==> config.mk <==
export PLATFORM = sky130hd
export DESIGN_NAME = fesc_sequencer
export DESIGN_NICKNAME = d
export VERILOG_FILES = /design/src/fesc_pkg.sv /design/src/fesc_sequencer.sv
export SDC_FILE = /design/constraint.sdc
export NUM_CORES = 1
export LEC_CHECK = 0
export BUFFER_PORTS_ARGS = -buffer_cell sky130_fd_sc_hd__buf_2
export CAP_MARGIN = 10
export CORE_MARGIN = 10
export CORE_UTILIZATION = 30
export DETAILED_ROUTE_END_ITERATION = 16
export PLACE_DENSITY = 0.66
export SLEW_MARGIN = 20
export SYNTH_ARGS = -nofsm -noshare
export SYNTH_HDL_FRONTEND = slang
export SYNTH_SLANG_ARGS = --single-unit
export TNS_END_PERCENT = 5
==> constraint.sdc <==
create_clock -name core_clk -period 2.8 [get_ports core_clk]
set_input_delay 0.14 -clock core_clk [delete_from_list [all_inputs] [get_ports core_clk]]
set_output_delay 0.14 -clock core_clk [all_outputs]
set_load 0.02 [all_outputs]
==> src/fesc_pkg.sv <==
// Package of command codes, field positions, timing counts and enumerations for the flash command sequencer.
package fesc_pkg;
  // ==========================================================================
  // Command codes and parameter layout
  // ==========================================================================
  localparam logic [7:0]  CMD_ERASE_SECTOR = 8'h0A;
  localparam logic [7:0]  CMD_UNSECURE     = 8'h0B;
  localparam logic [7:0]  CMD_BACKDOOR_KEY = 8'h0C;
  localparam logic [7:0]  CMD_USER_MARGIN  = 8'h0D;
  localparam int          CMD_HI           = 15;
  localparam int          CMD_LO           = 8;
  localparam int          ADDR_HI_HI       = 7;
  localparam logic [2:0]  IDX_SECTOR       = 3'h1;
  localparam logic [2:0]  IDX_UNSECURE     = 3'h0;
  localparam logic [2:0]  IDX_KEY          = 3'h4;
  localparam logic [2:0]  IDX_MARGIN       = 3'h2;
  localparam logic [1:0]  KEY_ENABLED      = 2'h2;
  localparam logic [15:0] MARGIN_NORMAL    = 16'h0000;
  localparam logic [15:0] MARGIN_ERASED    = 16'h0001;
  localparam logic [15:0] MARGIN_PROGRAM   = 16'h0002;
  localparam logic [1:0]  LEVEL_NORMAL     = 2'h0;
  localparam logic [1:0]  LEVEL_ERASED     = 2'h1;
  localparam logic [1:0]  LEVEL_PROGRAM    = 2'h2;
  localparam logic [2:0]  PHRASE_ZERO      = 3'h0;
  localparam int          NUM_WORDS        = 5;
  localparam int          NUM_KEYS         = 4;
  // ==========================================================================
  // Timing
  // ==========================================================================
  localparam int          CLK_MHZ          = 200;
  localparam int          ERASE_TIME_US    = 20;
  localparam int          ERASE_CYCLES     = ERASE_TIME_US * CLK_MHZ;
  localparam int          VERIFY_CYCLES    = 16;
  localparam int          CNT_W            = 16;
  // ==========================================================================
  // Sequencer states
  // ==========================================================================
  typedef enum logic [2:0] {
    FESC_IDLE,
    FESC_ERASE,
    FESC_VERIFY,
    FESC_COMPARE,
    FESC_DONE
  } fesc_state_t;
endpackage

==> src/fesc_sequencer.sv <==
// Command sequencer for sector erase, unsecure, backdoor key verify and user margin commands.
`timescale 1ns/1ps
// Function
// - Sector erase code 0x0A, address 23:16 in word 0 low byte, 15:0 in word 1.
// - Sector erase launch erases, verifies, then sets command complete.
// - Sector erase flags access error unless param index is 001.
// - Sector erase flags access error on invalid program-flash address.
// - Sector erase flags access error if address bits 2:0 are nonzero.
// - Protected sector sets protect violation and nothing is erased.
// - Command not permitted in current mode sets access error.
// - Verify error sets first flag; non-correctable error also sets second flag.
// - Unsecure code 0x0B flags access error unless param index is 000.
// - Unsecure erases all flash and EEPROM, releases security on verify pass.
// - Unsecure verify failure sets first verify flag, security unchanged.
// - Unsecure with any protected region sets protect violation.
// - Key command code 0x0C, four keys, access error unless index is 100.
// - Key command runs only if key enable equals 10, else access error.
// - Keys compared in order with stored key; all match releases security.
// - Key mismatch keeps security, access error, blocks key command until reset.
// - Margin command code 0x0D applies margin level to addressed block.
// - Margin 0 normal, 1 toward erased, 2 toward programmed.
// - Margin command flags access error unless param index is 010.
// - Margin setting outside defined encodings sets access error.
module fesc_sequencer #(
  parameter int ERASE_CYCLES_P = fesc_pkg::ERASE_CYCLES,
  parameter int FLASH_TOP_P    = 24'h01_FFFF,
  parameter int FLASH_BASE_P   = 24'h00_0000
) (
  input  wire logic        core_clk,
  input  wire logic        sys_rst,
  input  wire logic        launch,
  input  wire logic [15:0] command_param_word_0,
  input  wire logic [15:0] command_param_word_1,
  input  wire logic [15:0] command_param_word_2,
  input  wire logic [15:0] command_param_word_3,
  input  wire logic [15:0] command_param_word_4,
  input  wire logic [2:0]  param_index,
  input  wire logic        clear_errors,
  input  wire logic        cmd_permitted,
  input  wire logic        sector_protected,
  input  wire logic        any_protected,
  input  wire logic        secured_in,
  input  wire logic [1:0]  backdoor_key_enable,
  input  wire logic [63:0] stored_key,
  input  wire logic        verify_error,
  input  wire logic        verify_fatal,
  output logic             command_complete_flag,
  output logic             access_error_flag,
  output logic             protect_violation_flag,
  output logic             verify_error_flag,
  output logic             verify_fatal_error_flag,
  output logic             secure_release,
  output logic             erase_sector_act,
  output logic             erase_all_act,
  output logic [23:0]      erase_addr,
  output logic [1:0]       margin_level,
  output logic             margin_block_eeprom
);
  // ==========================================================================
  // State
  // ==========================================================================
  fesc_pkg::fesc_state_t state_r, state_nxt;
  logic        command_complete_flag_r, command_complete_flag_nxt;
  logic        access_error_flag_r, access_error_flag_nxt;
  logic        protect_violation_flag_r, protect_violation_flag_nxt;
  logic        mg1_r, mg1_nxt;
  logic        mg0_r, mg0_nxt;
  logic        release_r, release_nxt;
  logic        key_lock_r, key_lock_nxt;
  logic        all_r, all_nxt;
  logic [23:0] addr_r, addr_nxt;
  logic [1:0]  margin_r, margin_nxt;
  logic        mblk_r, mblk_nxt;
  logic [fesc_pkg::CNT_W-1:0] cnt_r, cnt_nxt;
  logic [1:0]  key_i_r, key_i_nxt;
  logic        sec_act_r, sec_act_nxt, all_act_r, all_act_nxt;
  logic [fesc_pkg::CNT_W-1:0] erase_len_r, erase_len_nxt;
  logic [7:0]  code;
  logic [23:0] gaddr;
  logic        addr_ok;
  logic [15:0] key_word;
  logic [15:0] key_ref;

  assign code  = command_param_word_0[fesc_pkg::CMD_HI:fesc_pkg::CMD_LO];
  assign gaddr = {command_param_word_0[fesc_pkg::ADDR_HI_HI:0], command_param_word_1};
  assign addr_ok = (gaddr >= FLASH_BASE_P[23:0]) && (gaddr <= FLASH_TOP_P[23:0]);
  always_comb begin
    unique case (key_i_r)
      2'h0: key_word = command_param_word_1;
      2'h1: key_word = command_param_word_2;
      2'h2: key_word = command_param_word_3;
      default: key_word = command_param_word_4;
    endcase
    key_ref = stored_key[{key_i_r, 4'h0} +: 16];
  end

  // ==========================================================================
  // Sequencer
  // ==========================================================================
  always_comb begin
    state_nxt   = state_r;
    command_complete_flag_nxt    = command_complete_flag_r;
    access_error_flag_nxt  = access_error_flag_r;
    protect_violation_flag_nxt  = protect_violation_flag_r;
    mg1_nxt     = mg1_r;
    mg0_nxt     = mg0_r;
    release_nxt = release_r;
    key_lock_nxt = key_lock_r;
    all_nxt     = all_r;
    addr_nxt    = addr_r;
    margin_nxt  = margin_r;
    mblk_nxt    = mblk_r;
    cnt_nxt     = cnt_r;
    key_i_nxt   = key_i_r;
    unique case (state_r)
      fesc_pkg::FESC_IDLE: begin
        if (clear_errors) begin
          access_error_flag_nxt = 1'b0;
          protect_violation_flag_nxt = 1'b0;
        end
        // Launch is ignored while access error or protect violation flags are pending, as software must clear them first.
        if (launch && command_complete_flag_r && !access_error_flag_r && !protect_violation_flag_r) begin
          command_complete_flag_nxt  = 1'b0;
          mg1_nxt   = 1'b0;
          mg0_nxt   = 1'b0;
          state_nxt = fesc_pkg::FESC_DONE;
          cnt_nxt   = '0;
          key_i_nxt = 2'h0;
          if (!cmd_permitted) begin
            access_error_flag_nxt = 1'b1;
          end else begin
            unique case (code)
              fesc_pkg::CMD_ERASE_SECTOR: begin
                if (param_index != fesc_pkg::IDX_SECTOR || !addr_ok
                    || gaddr[2:0] != fesc_pkg::PHRASE_ZERO) begin
                  access_error_flag_nxt = 1'b1;
                end else if (sector_protected) begin
                  protect_violation_flag_nxt = 1'b1;
                end else begin
                  addr_nxt  = gaddr;
                  all_nxt   = 1'b0;
                  state_nxt = fesc_pkg::FESC_ERASE;
                end
              end
              fesc_pkg::CMD_UNSECURE: begin
                if (param_index != fesc_pkg::IDX_UNSECURE) begin
                  access_error_flag_nxt = 1'b1;
                end else if (any_protected) begin
                  protect_violation_flag_nxt = 1'b1;
                end else begin
                  all_nxt   = 1'b1;
                  state_nxt = fesc_pkg::FESC_ERASE;
                end
              end
              fesc_pkg::CMD_BACKDOOR_KEY: begin
                if (param_index != fesc_pkg::IDX_KEY
                    || backdoor_key_enable != fesc_pkg::KEY_ENABLED || key_lock_r) begin
                  access_error_flag_nxt = 1'b1;
                end else begin
                  state_nxt = fesc_pkg::FESC_COMPARE;
                end
              end
              fesc_pkg::CMD_USER_MARGIN: begin
                if (param_index != fesc_pkg::IDX_MARGIN || !addr_ok) begin
                  access_error_flag_nxt = 1'b1;
                end else begin
                  mblk_nxt = gaddr[23];
                  unique case (command_param_word_2)
                    fesc_pkg::MARGIN_NORMAL:  margin_nxt = fesc_pkg::LEVEL_NORMAL;
                    fesc_pkg::MARGIN_ERASED:  margin_nxt = fesc_pkg::LEVEL_ERASED;
                    fesc_pkg::MARGIN_PROGRAM: margin_nxt = fesc_pkg::LEVEL_PROGRAM;
                    default:                  access_error_flag_nxt = 1'b1;
                  endcase
                end
              end
              default: access_error_flag_nxt = 1'b1;
            endcase
          end
        end
      end
      fesc_pkg::FESC_ERASE: begin
        cnt_nxt = cnt_r + 1'b1;
        if (cnt_r == ERASE_CYCLES_P[fesc_pkg::CNT_W-1:0] - 1'b1) begin
          cnt_nxt   = '0;
          state_nxt = fesc_pkg::FESC_VERIFY;
        end
      end
      fesc_pkg::FESC_VERIFY: begin
        cnt_nxt = cnt_r + 1'b1;
        if (verify_error || verify_fatal) begin
          mg1_nxt = 1'b1;
        end
        if (verify_fatal) begin
          mg0_nxt = 1'b1;
        end
        if (cnt_r == fesc_pkg::CNT_W'(fesc_pkg::VERIFY_CYCLES - 1)) begin
          if (all_r && !mg1_nxt) begin
            release_nxt = 1'b1;
          end
          state_nxt = fesc_pkg::FESC_DONE;
        end
      end
      fesc_pkg::FESC_COMPARE: begin
        if (key_word != key_ref) begin
          access_error_flag_nxt   = 1'b1;
          key_lock_nxt = 1'b1;
          state_nxt    = fesc_pkg::FESC_DONE;
        end else if (key_i_r == 2'(fesc_pkg::NUM_KEYS - 1)) begin
          release_nxt = 1'b1;
          state_nxt   = fesc_pkg::FESC_DONE;
        end else begin
          key_i_nxt = key_i_r + 1'b1;
        end
      end
      fesc_pkg::FESC_DONE: begin
        command_complete_flag_nxt  = 1'b1;
        all_nxt   = 1'b0;
        state_nxt = fesc_pkg::FESC_IDLE;
      end
      default: state_nxt = fesc_pkg::FESC_IDLE;
    endcase
    // A new secure strap must not be masked by a stale release, so release clears while secured_in is low.
    if (!secured_in) begin
      release_nxt = 1'b0;
    end
    sec_act_nxt   = (state_nxt == fesc_pkg::FESC_ERASE) && !all_nxt;
    all_act_nxt   = (state_nxt == fesc_pkg::FESC_ERASE) && all_nxt;
    erase_len_nxt = (state_r == fesc_pkg::FESC_ERASE) ? erase_len_r + 1'b1 : '0;
  end

  always_ff @(posedge core_clk) begin
    if (sys_rst) begin
      state_r    <= fesc_pkg::FESC_IDLE;
      command_complete_flag_r     <= 1'b1;
      access_error_flag_r   <= 1'b0;
      protect_violation_flag_r   <= 1'b0;
      mg1_r      <= 1'b0;
      mg0_r      <= 1'b0;
      release_r  <= 1'b0;
      key_lock_r <= 1'b0;
      all_r      <= 1'b0;
      addr_r     <= '0;
      margin_r   <= fesc_pkg::LEVEL_NORMAL;
      mblk_r     <= 1'b0;
      cnt_r      <= '0;
      key_i_r    <= 2'h0;
      sec_act_r  <= 1'b0;
      all_act_r  <= 1'b0;
      erase_len_r <= '0;
    end else begin
      state_r    <= state_nxt;
      command_complete_flag_r     <= command_complete_flag_nxt;
      access_error_flag_r   <= access_error_flag_nxt;
      protect_violation_flag_r   <= protect_violation_flag_nxt;
      mg1_r      <= mg1_nxt;
      mg0_r      <= mg0_nxt;
      release_r  <= release_nxt;
      key_lock_r <= key_lock_nxt;
      all_r      <= all_nxt;
      addr_r     <= addr_nxt;
      margin_r   <= margin_nxt;
      mblk_r     <= mblk_nxt;
      cnt_r      <= cnt_nxt;
      key_i_r    <= key_i_nxt;
      sec_act_r  <= sec_act_nxt;
      all_act_r  <= all_act_nxt;
      erase_len_r <= erase_len_nxt;
    end
  end

  assign command_complete_flag   = command_complete_flag_r;
  assign access_error_flag       = access_error_flag_r;
  assign protect_violation_flag  = protect_violation_flag_r;
  assign verify_error_flag       = mg1_r;
  assign verify_fatal_error_flag = mg0_r;
  assign secure_release          = release_r;
  assign erase_sector_act        = sec_act_r;
  assign erase_all_act           = all_act_r;
  assign erase_addr              = addr_r;
  assign margin_level            = margin_r;
  assign margin_block_eeprom     = mblk_r;

  // ==========================================================================
  // Checks
  // ==========================================================================
  chk_mode_access_error_flag: assert property (@(posedge core_clk) disable iff (sys_rst)
    (state_r == fesc_pkg::FESC_IDLE && launch && command_complete_flag_r && !access_error_flag_r && !protect_violation_flag_r && !cmd_permitted)
    |=> access_error_flag_r ##1 command_complete_flag_r)
    else $error("mode refusal did not flag access error");
  chk_sector_index: assert property (@(posedge core_clk) disable iff (sys_rst)
    (state_r == fesc_pkg::FESC_IDLE && launch && command_complete_flag_r && !access_error_flag_r && !protect_violation_flag_r
     && code == fesc_pkg::CMD_ERASE_SECTOR && param_index != fesc_pkg::IDX_SECTOR)
    |=> access_error_flag_r && state_r == fesc_pkg::FESC_DONE)
    else $error("bad sector index not refused");
  chk_sector_align: assert property (@(posedge core_clk) disable iff (sys_rst)
    (state_r == fesc_pkg::FESC_IDLE && launch && command_complete_flag_r && !access_error_flag_r && !protect_violation_flag_r && cmd_permitted
     && code == fesc_pkg::CMD_ERASE_SECTOR && gaddr[2:0] != fesc_pkg::PHRASE_ZERO)
    |=> access_error_flag_r && !erase_sector_act)
    else $error("misaligned sector address accepted");
  chk_protect_noerase: assert property (@(posedge core_clk) disable iff (sys_rst)
    $rose(protect_violation_flag_r) |-> state_r == fesc_pkg::FESC_DONE ##1 command_complete_flag_r && !erase_sector_act)
    else $error("protect violation did not skip erase");
  chk_erase_done: assert property (@(posedge core_clk) disable iff (sys_rst)
    (state_r == fesc_pkg::FESC_ERASE) |-> !command_complete_flag_r && erase_len_r < ERASE_CYCLES_P[fesc_pkg::CNT_W-1:0])
    else $error("erase phase overran its erase time");
  chk_release_clean: assert property (@(posedge core_clk) disable iff (sys_rst)
    ($rose(release_r) && all_r) |-> !mg1_r)
    else $error("security released after failed verify");
  chk_fatal_pair: assert property (@(posedge core_clk) disable iff (sys_rst)
    mg0_r |-> mg1_r)
    else $error("fatal verify flag without verify error");
  chk_key_lock: assert property (@(posedge core_clk) disable iff (sys_rst)
    (key_lock_r && state_r == fesc_pkg::FESC_IDLE && launch && command_complete_flag_r && !access_error_flag_r && !protect_violation_flag_r
     && code == fesc_pkg::CMD_BACKDOOR_KEY) |=> access_error_flag_r && $stable(release_r))
    else $error("locked key command ran");
  chk_margin_bad: assert property (@(posedge core_clk) disable iff (sys_rst)
    (state_r == fesc_pkg::FESC_IDLE && launch && command_complete_flag_r && !access_error_flag_r && !protect_violation_flag_r
     && code == fesc_pkg::CMD_USER_MARGIN && command_param_word_2 > fesc_pkg::MARGIN_PROGRAM)
    |=> access_error_flag_r && $stable(margin_r))
    else $error("invalid margin accepted");
endmodule // fesc_sequencer

Word-level counts from Yosys, hierarchy flattened --
Cells that the tools add are included.
Cells by class: add/sub/neg operators 2, order comparisons 2, eq/ne operators 29, shifts and indexed selects 1, multiplexer cells 61, bitwise gates (word level) 4, reductions and logical operators 42
Operators by type and width (number):
- $pmux W16 S3 | 2
- $shiftx A64 B7 Y16 | 1
- $mux W3 | 11
- $eq A8 B4 Y1 const B | 4
- $mux W16 | 2
- $mux W1 | 30
- $ge A24 B1 Y1 const B | 1
- $le A24 B17 Y1 const B | 1
- $ne A2 B2 Y1 const B | 9
- $add A16 B1 Y16 const B | 1
- $eq A16 B1 Y1 const B | 1
- $eq A16 B12 Y1 const B | 1
- $eq A16 B2 Y1 const B | 1
- $eq A16 B4 Y1 const B | 1
- $logic_not A16 Y1 | 1
- $ne A16 B16 Y1 | 1
- $pmux W1 S2 | 8
- $pmux W3 S4 | 1
- $reduce_and A6 Y1 | 2
- $reduce_bool A3 Y1 | 4
- $reduce_and A2 Y1 | 5
- $reduce_and A5 Y1 | 2
- $pmux W3 S3 | 1
- $reduce_bool A2 Y1 | 4
- other kinds (23) | 46
Word-level totals: bits in registers 58, input port bits 159, output and inout bits 35, logic and storage cells 157

Logic depth before layout (Yosys ltp) --
depth in word-level cells 12, mapped depth 12, mapped depth without buffers 9

Worst setup path after synthesis --
No wires, ideal clock.
kind reg-to-reg, start reg key_i_r[1], end reg state_r[0], setup time 0.088 ns, arrival time 2.964 ns, data required time 2.712 ns, setup slack -0.252 ns, cell stages (with the launch flop) 13, path buffers 3, period minus slack after synthesis 3.052 ns, path through dfxtp_1 -> clkbuf_1 -> clkbuf_1 -> inv_1 -> ha_1 -> clkbuf_1 -> a222oi_1 -> a21oi_1 -> xnor2_2 -> nand4_4 -> nor4_4 -> nand2_4 -> a311oi_2
Between the ends: cells in the longest elaborated chain, start to end 5, elaborated cells on any way between the ends 10, those cells by class 4 x eq/ne; 1 x shift; 4 x mux; 1 x reduce/logical
RTL lines:
- start, declared | RTL line fesc_sequencer.sv:75 | logic [1:0] key_i_r, key_i_nxt;
- start signal, assigned | RTL line fesc_sequencer.sv:264 | key_i_r <= key_i_nxt;
- branches (longest 3 deep; another with $shiftx A64 B7 Y16)
- $mux W3 * | RTL line fesc_sequencer.sv:204 | if (key_word != key_ref) begin
- $pmux W3 S4 * | RTL line fesc_sequencer.sv:115 | unique case (state_r)
- end signal, assigned | RTL line fesc_sequencer.sv:233 | state_r <= fesc_pkg::FESC_IDLE;
- end signal, assigned | RTL line fesc_sequencer.sv:251 | state_r <= state_nxt;
- end, declared | RTL line fesc_sequencer.sv:62 | fesc_pkg::fesc_state_t state_r, state_nxt;
Mark *: on every way between the ends. A chain may end at the register's enable or synchronous reset.

Final worst setup path --
start reg key_i_r[0], end reg access_error_flag_r (netlist: access_error_flag)
Between the ends: cells in the longest elaborated chain, start to end 5, elaborated cells on any way between the ends 8, those cells by class 4 x eq/ne; 1 x shift; 1 x mux; 2 x reduce/logical
RTL lines:
- branches (longest 2 deep; another with $shiftx A64 B7 Y16)
- $ne A16 B16 Y1 * | RTL line fesc_sequencer.sv:204
- $ne A2 B2 Y1 (no line) *
- $reduce_and A2 Y1 (no line) *
- end signal, assigned | RTL line fesc_sequencer.sv:253 | access_error_flag_r <= access_error_flag_nxt;
- end, declared | RTL line fesc_sequencer.sv:64 | logic access_error_flag_r, access_error_flag_nxt;
Marks and branches as above.

==> impl_metrics.toml <==
[synth]
synth_edf_count = 0
yosys_register_bits = 58
seq_area_frac_synth_pct = 31.1
synth.cell_area_sq_um = 3730
synth_nets = 561
synthCells = 397
avgSynthCellArea_sq_um = 9.39
ys.flop_type = "dfxtp_1"
yosysWarningCount = 0
synth.distinct_cells = 64
synth-async-reset-ratio_pct = 0

[pwr]
pwr-share-clk_pct = 52.6
max-vdd-ir-drop_mv = 0.411
power_frac_comb_pct = 12.7
switchingPower_w = 0.000533
intPower_w = 0.00190
power_density_nw_per_um2 = 467
p_seq_share_pct = 34.7
leakagePower_nw = 2.29
swShare_pct = 21.9

[worst_setup_path]
startpoint = "key_i_r[0]"
worstPathRequired_ns = 2.97
r2r-end = "access_error_flag"
r2r_slack_ns = 0.22
slowest_delay_ns = 0.40
cpMaxStageDelayCell = "ha_2"
cp_common_cell = "a21oi_1"
worst-r2r-cell-count = 10
cp_cell_sequence = "buf_12 > ha_2 > a222oi_1 > a21oi_1 > xnor2_1 > nand4_1 > nor4_4 > buf_4 > a2bb2oi_1 > a21oi_1"
crit_type = "flip-flop to flip-flop"
cp-start-kind = "flip-flop"
crit_fanout = 19
endpoint_kind = "flip-flop"
crit_end = "access_error_flag"
timing.rr.start = "key_i_r[0]"
crit_arrival_ns = 2.75

[place]
hpwl_mm = 13.1
routabilityCongestion = 0.878
io_buffers = 193

[clock_tree]
numCtsBuffers = 9
worstSkewPairLatency_ns = 0.32
clk_pin_slew_worst_paths_ns = 0.05
htreeDepth = 3
cts_tree = "built"
hold_buffers = 0
clock-sinks = 58
ctsLongestPathBuffers = 2
root_buffer = "clkbuf_16"

[floorplan]
die_x_microns = 131
start_util_pct = 30.8
core_area_sq_um = 12100
dieArea_sq_um = 17300
fp.dieH_microns = 131
rows = 40
num_io_pins = 194

[hold_path]
hold_path_class = "primary input to flip-flop"

[cells_and_area]
fillers = 1213
syn2layout_area_growth_pct = 40.0
fin_nets = 750
regArea_sq_um = 1160
final_cell_mix = "193 x buf_2, 58 x dfxtp_1, 42 x nor2_1"
multiInputGateArea_sq_um = 2440
antenna_cells = 0
layout_commonest_cell = "buf_2"
drive_gt1_share_pct = 41.5

[sta]
layout_min_cycle_time_ns = 2.58
hold_ws_ns = 0.0540
worstMarginPinSlew_ns = 0.711
fmax_mhz = 387
fin_crit_sh_pct = 92.3
slew_headroom_pct = 52.6
skew_ns = 0.00605
tns_ns = 0
final_max_slew_viol_count = 0
hold_viol = 0
rsz0062_at_grt = "false"
setup_violations = 0

[global_routing]
grt_pass1_wl_mm = 24.4
grtUsageTotal_pct = 17.6
grt_max_degree = 37
grt-ovfl-total = 0
grt_pass1_vias = 4310
grt_antenna_before_repair = 0

[route]
wl_per_cell_microns = 20.4
vias_per_cell = 5.17
firstDrtPassIters = 8
vias = 3921
ant_nets = 0
drt_iter0_drc = 314
post-route-drc-count = 0
wl_mm = 15.5

[run_status]
status = "finished clean"

[run]
cap_violations = 0
-- layout make-up --
type	count	share of cell area, %
tap	168	4.03
clock buffer	11	4.84
inverter	5	0.360
timing repair buffer	200	19.8
clock inverter	5	1.92
sequential	58	22.2
multi-input combinational	312	46.8
-- flip-flops by register name, indices dropped and copies added (netlist names) --
name	count
access_error_flag	1
all_r	1
cnt_r	16
command_complete_flag	1
erase_addr	24
erase_all_act	1
erase_sector_act	1
key_i_r	2
key_lock_r	1
margin_block_eeprom	1
margin_level	2
protect_violation_flag	1
secure_release	1
state_r	3
verify_error_flag	1
verify_fatal_error_flag	1
-- stage by stage --
stage	power, W	utilization [%]	worst slack, ns	instance area, sq um	cells
2_1_floorplan	0.00100	-	0.0189	3730	397
3_3_place_gp	0.00117	40.1	0.129	4860	743
3_5_place_dp	0.00117	40.1	0.0576	4860	743
4_1_cts	0.00246	43.0	0.0118	5210	759
5_1_grt	0.00253	43.1	0.0276	5220	759
6_report	0.00244	43.1	0.217	5220	759
-- synthesized netlist by cell type, types with 9 or more instances --
cell	n	area, sq um
a21oi_1	32	160
a222oi_1	16	160
and2_1	15	93.8
clkbuf_1	18	67.6
dfxtp_1	58	1160
mux2i_1	14	140
nand2_1	17	63.8
nand4_1	9	56.3
nor2_1	42	158
nor2b_1	21	131
nor3_1	11	55.1
nor4_1	12	75.1
xnor2_1	14	123
xor2_1	9	78.8
-- power groups by stage --
| stage | sequential, W | clock, W | combinational, W |
|---|---|---|---|
| global route | 0.000845 | 0.00135 | 0.000337 |
| detailed placement | 0.000861 | 0 | 0.000310 |
| floorplan | 0.000860 | 0 | 0.000141 |
| finish | 0.000844 | 0.00128 | 0.000310 |
| global placement | 0.000861 | 0 | 0.000308 |
| CTS | 0.000844 | 0.00131 | 0.000311 |
-- routing by layer --
metal	GRT usage, %	wire (microns)	up-vias
met5	0	0	-
met2	32.7	8220	173
li1	-	-	1878
met3	6.36	1310	13
met4	3.65	132	0
met1	18.4	5780	1857
-- worst max-delay path: cells and delay by family (launching register included) --
kind            cells  cell delay (ns)
buf+inv             2             0.39
fa+ha+maj           1             0.40
simple gates        2             0.49
xor+xnor            1             0.14
compound gates      4             0.63
flops               1             0.38
-- logic make-up (layout without fill, tap and decap cells) --
| logic type | count (synthesis) | after routing | share of synthesized area, % |
|---|---|---|---|
| mux | 30 | 30 | 14.2 |
| flops | 58 | 58 | 31.1 |
| xor+xnor | 30 | 30 | 8.46 |
| simple gates | 169 | 169 | 25.9 |
| buf+inv | 27 | 221 | 3.49 |
| compound gates | 78 | 78 | 15.1 |
| fa+ha+maj | 5 | 5 | 1.68 |
-- worst min-delay path by stage --
stage / slack, ns / cells past startpoint / start / end
after floorplan: 0.27 / 2 / secured_in / secure_release
after global placement: 0.38 / 3 / command_param_word_0[0] / erase_addr[16]
after detailed placement: 0.39 / 3 / command_param_word_0[0] / erase_addr[16]
after CTS: 0.05 / 3 / command_param_word_0[0] / erase_addr[16]
after global routing: 0.05 / 3 / command_param_word_0[0] / erase_addr[16]
final: 0.05 / 3 / command_param_word_0[0] / erase_addr[16]
-- repair_timing --
action / 4_1_cts / 5_1_grt
setup endpoints to repair: 0 / 8
gates resized for setup: 0 / 3
buffers inserted: 0 / 0
(Power assumes the default switching activity.)
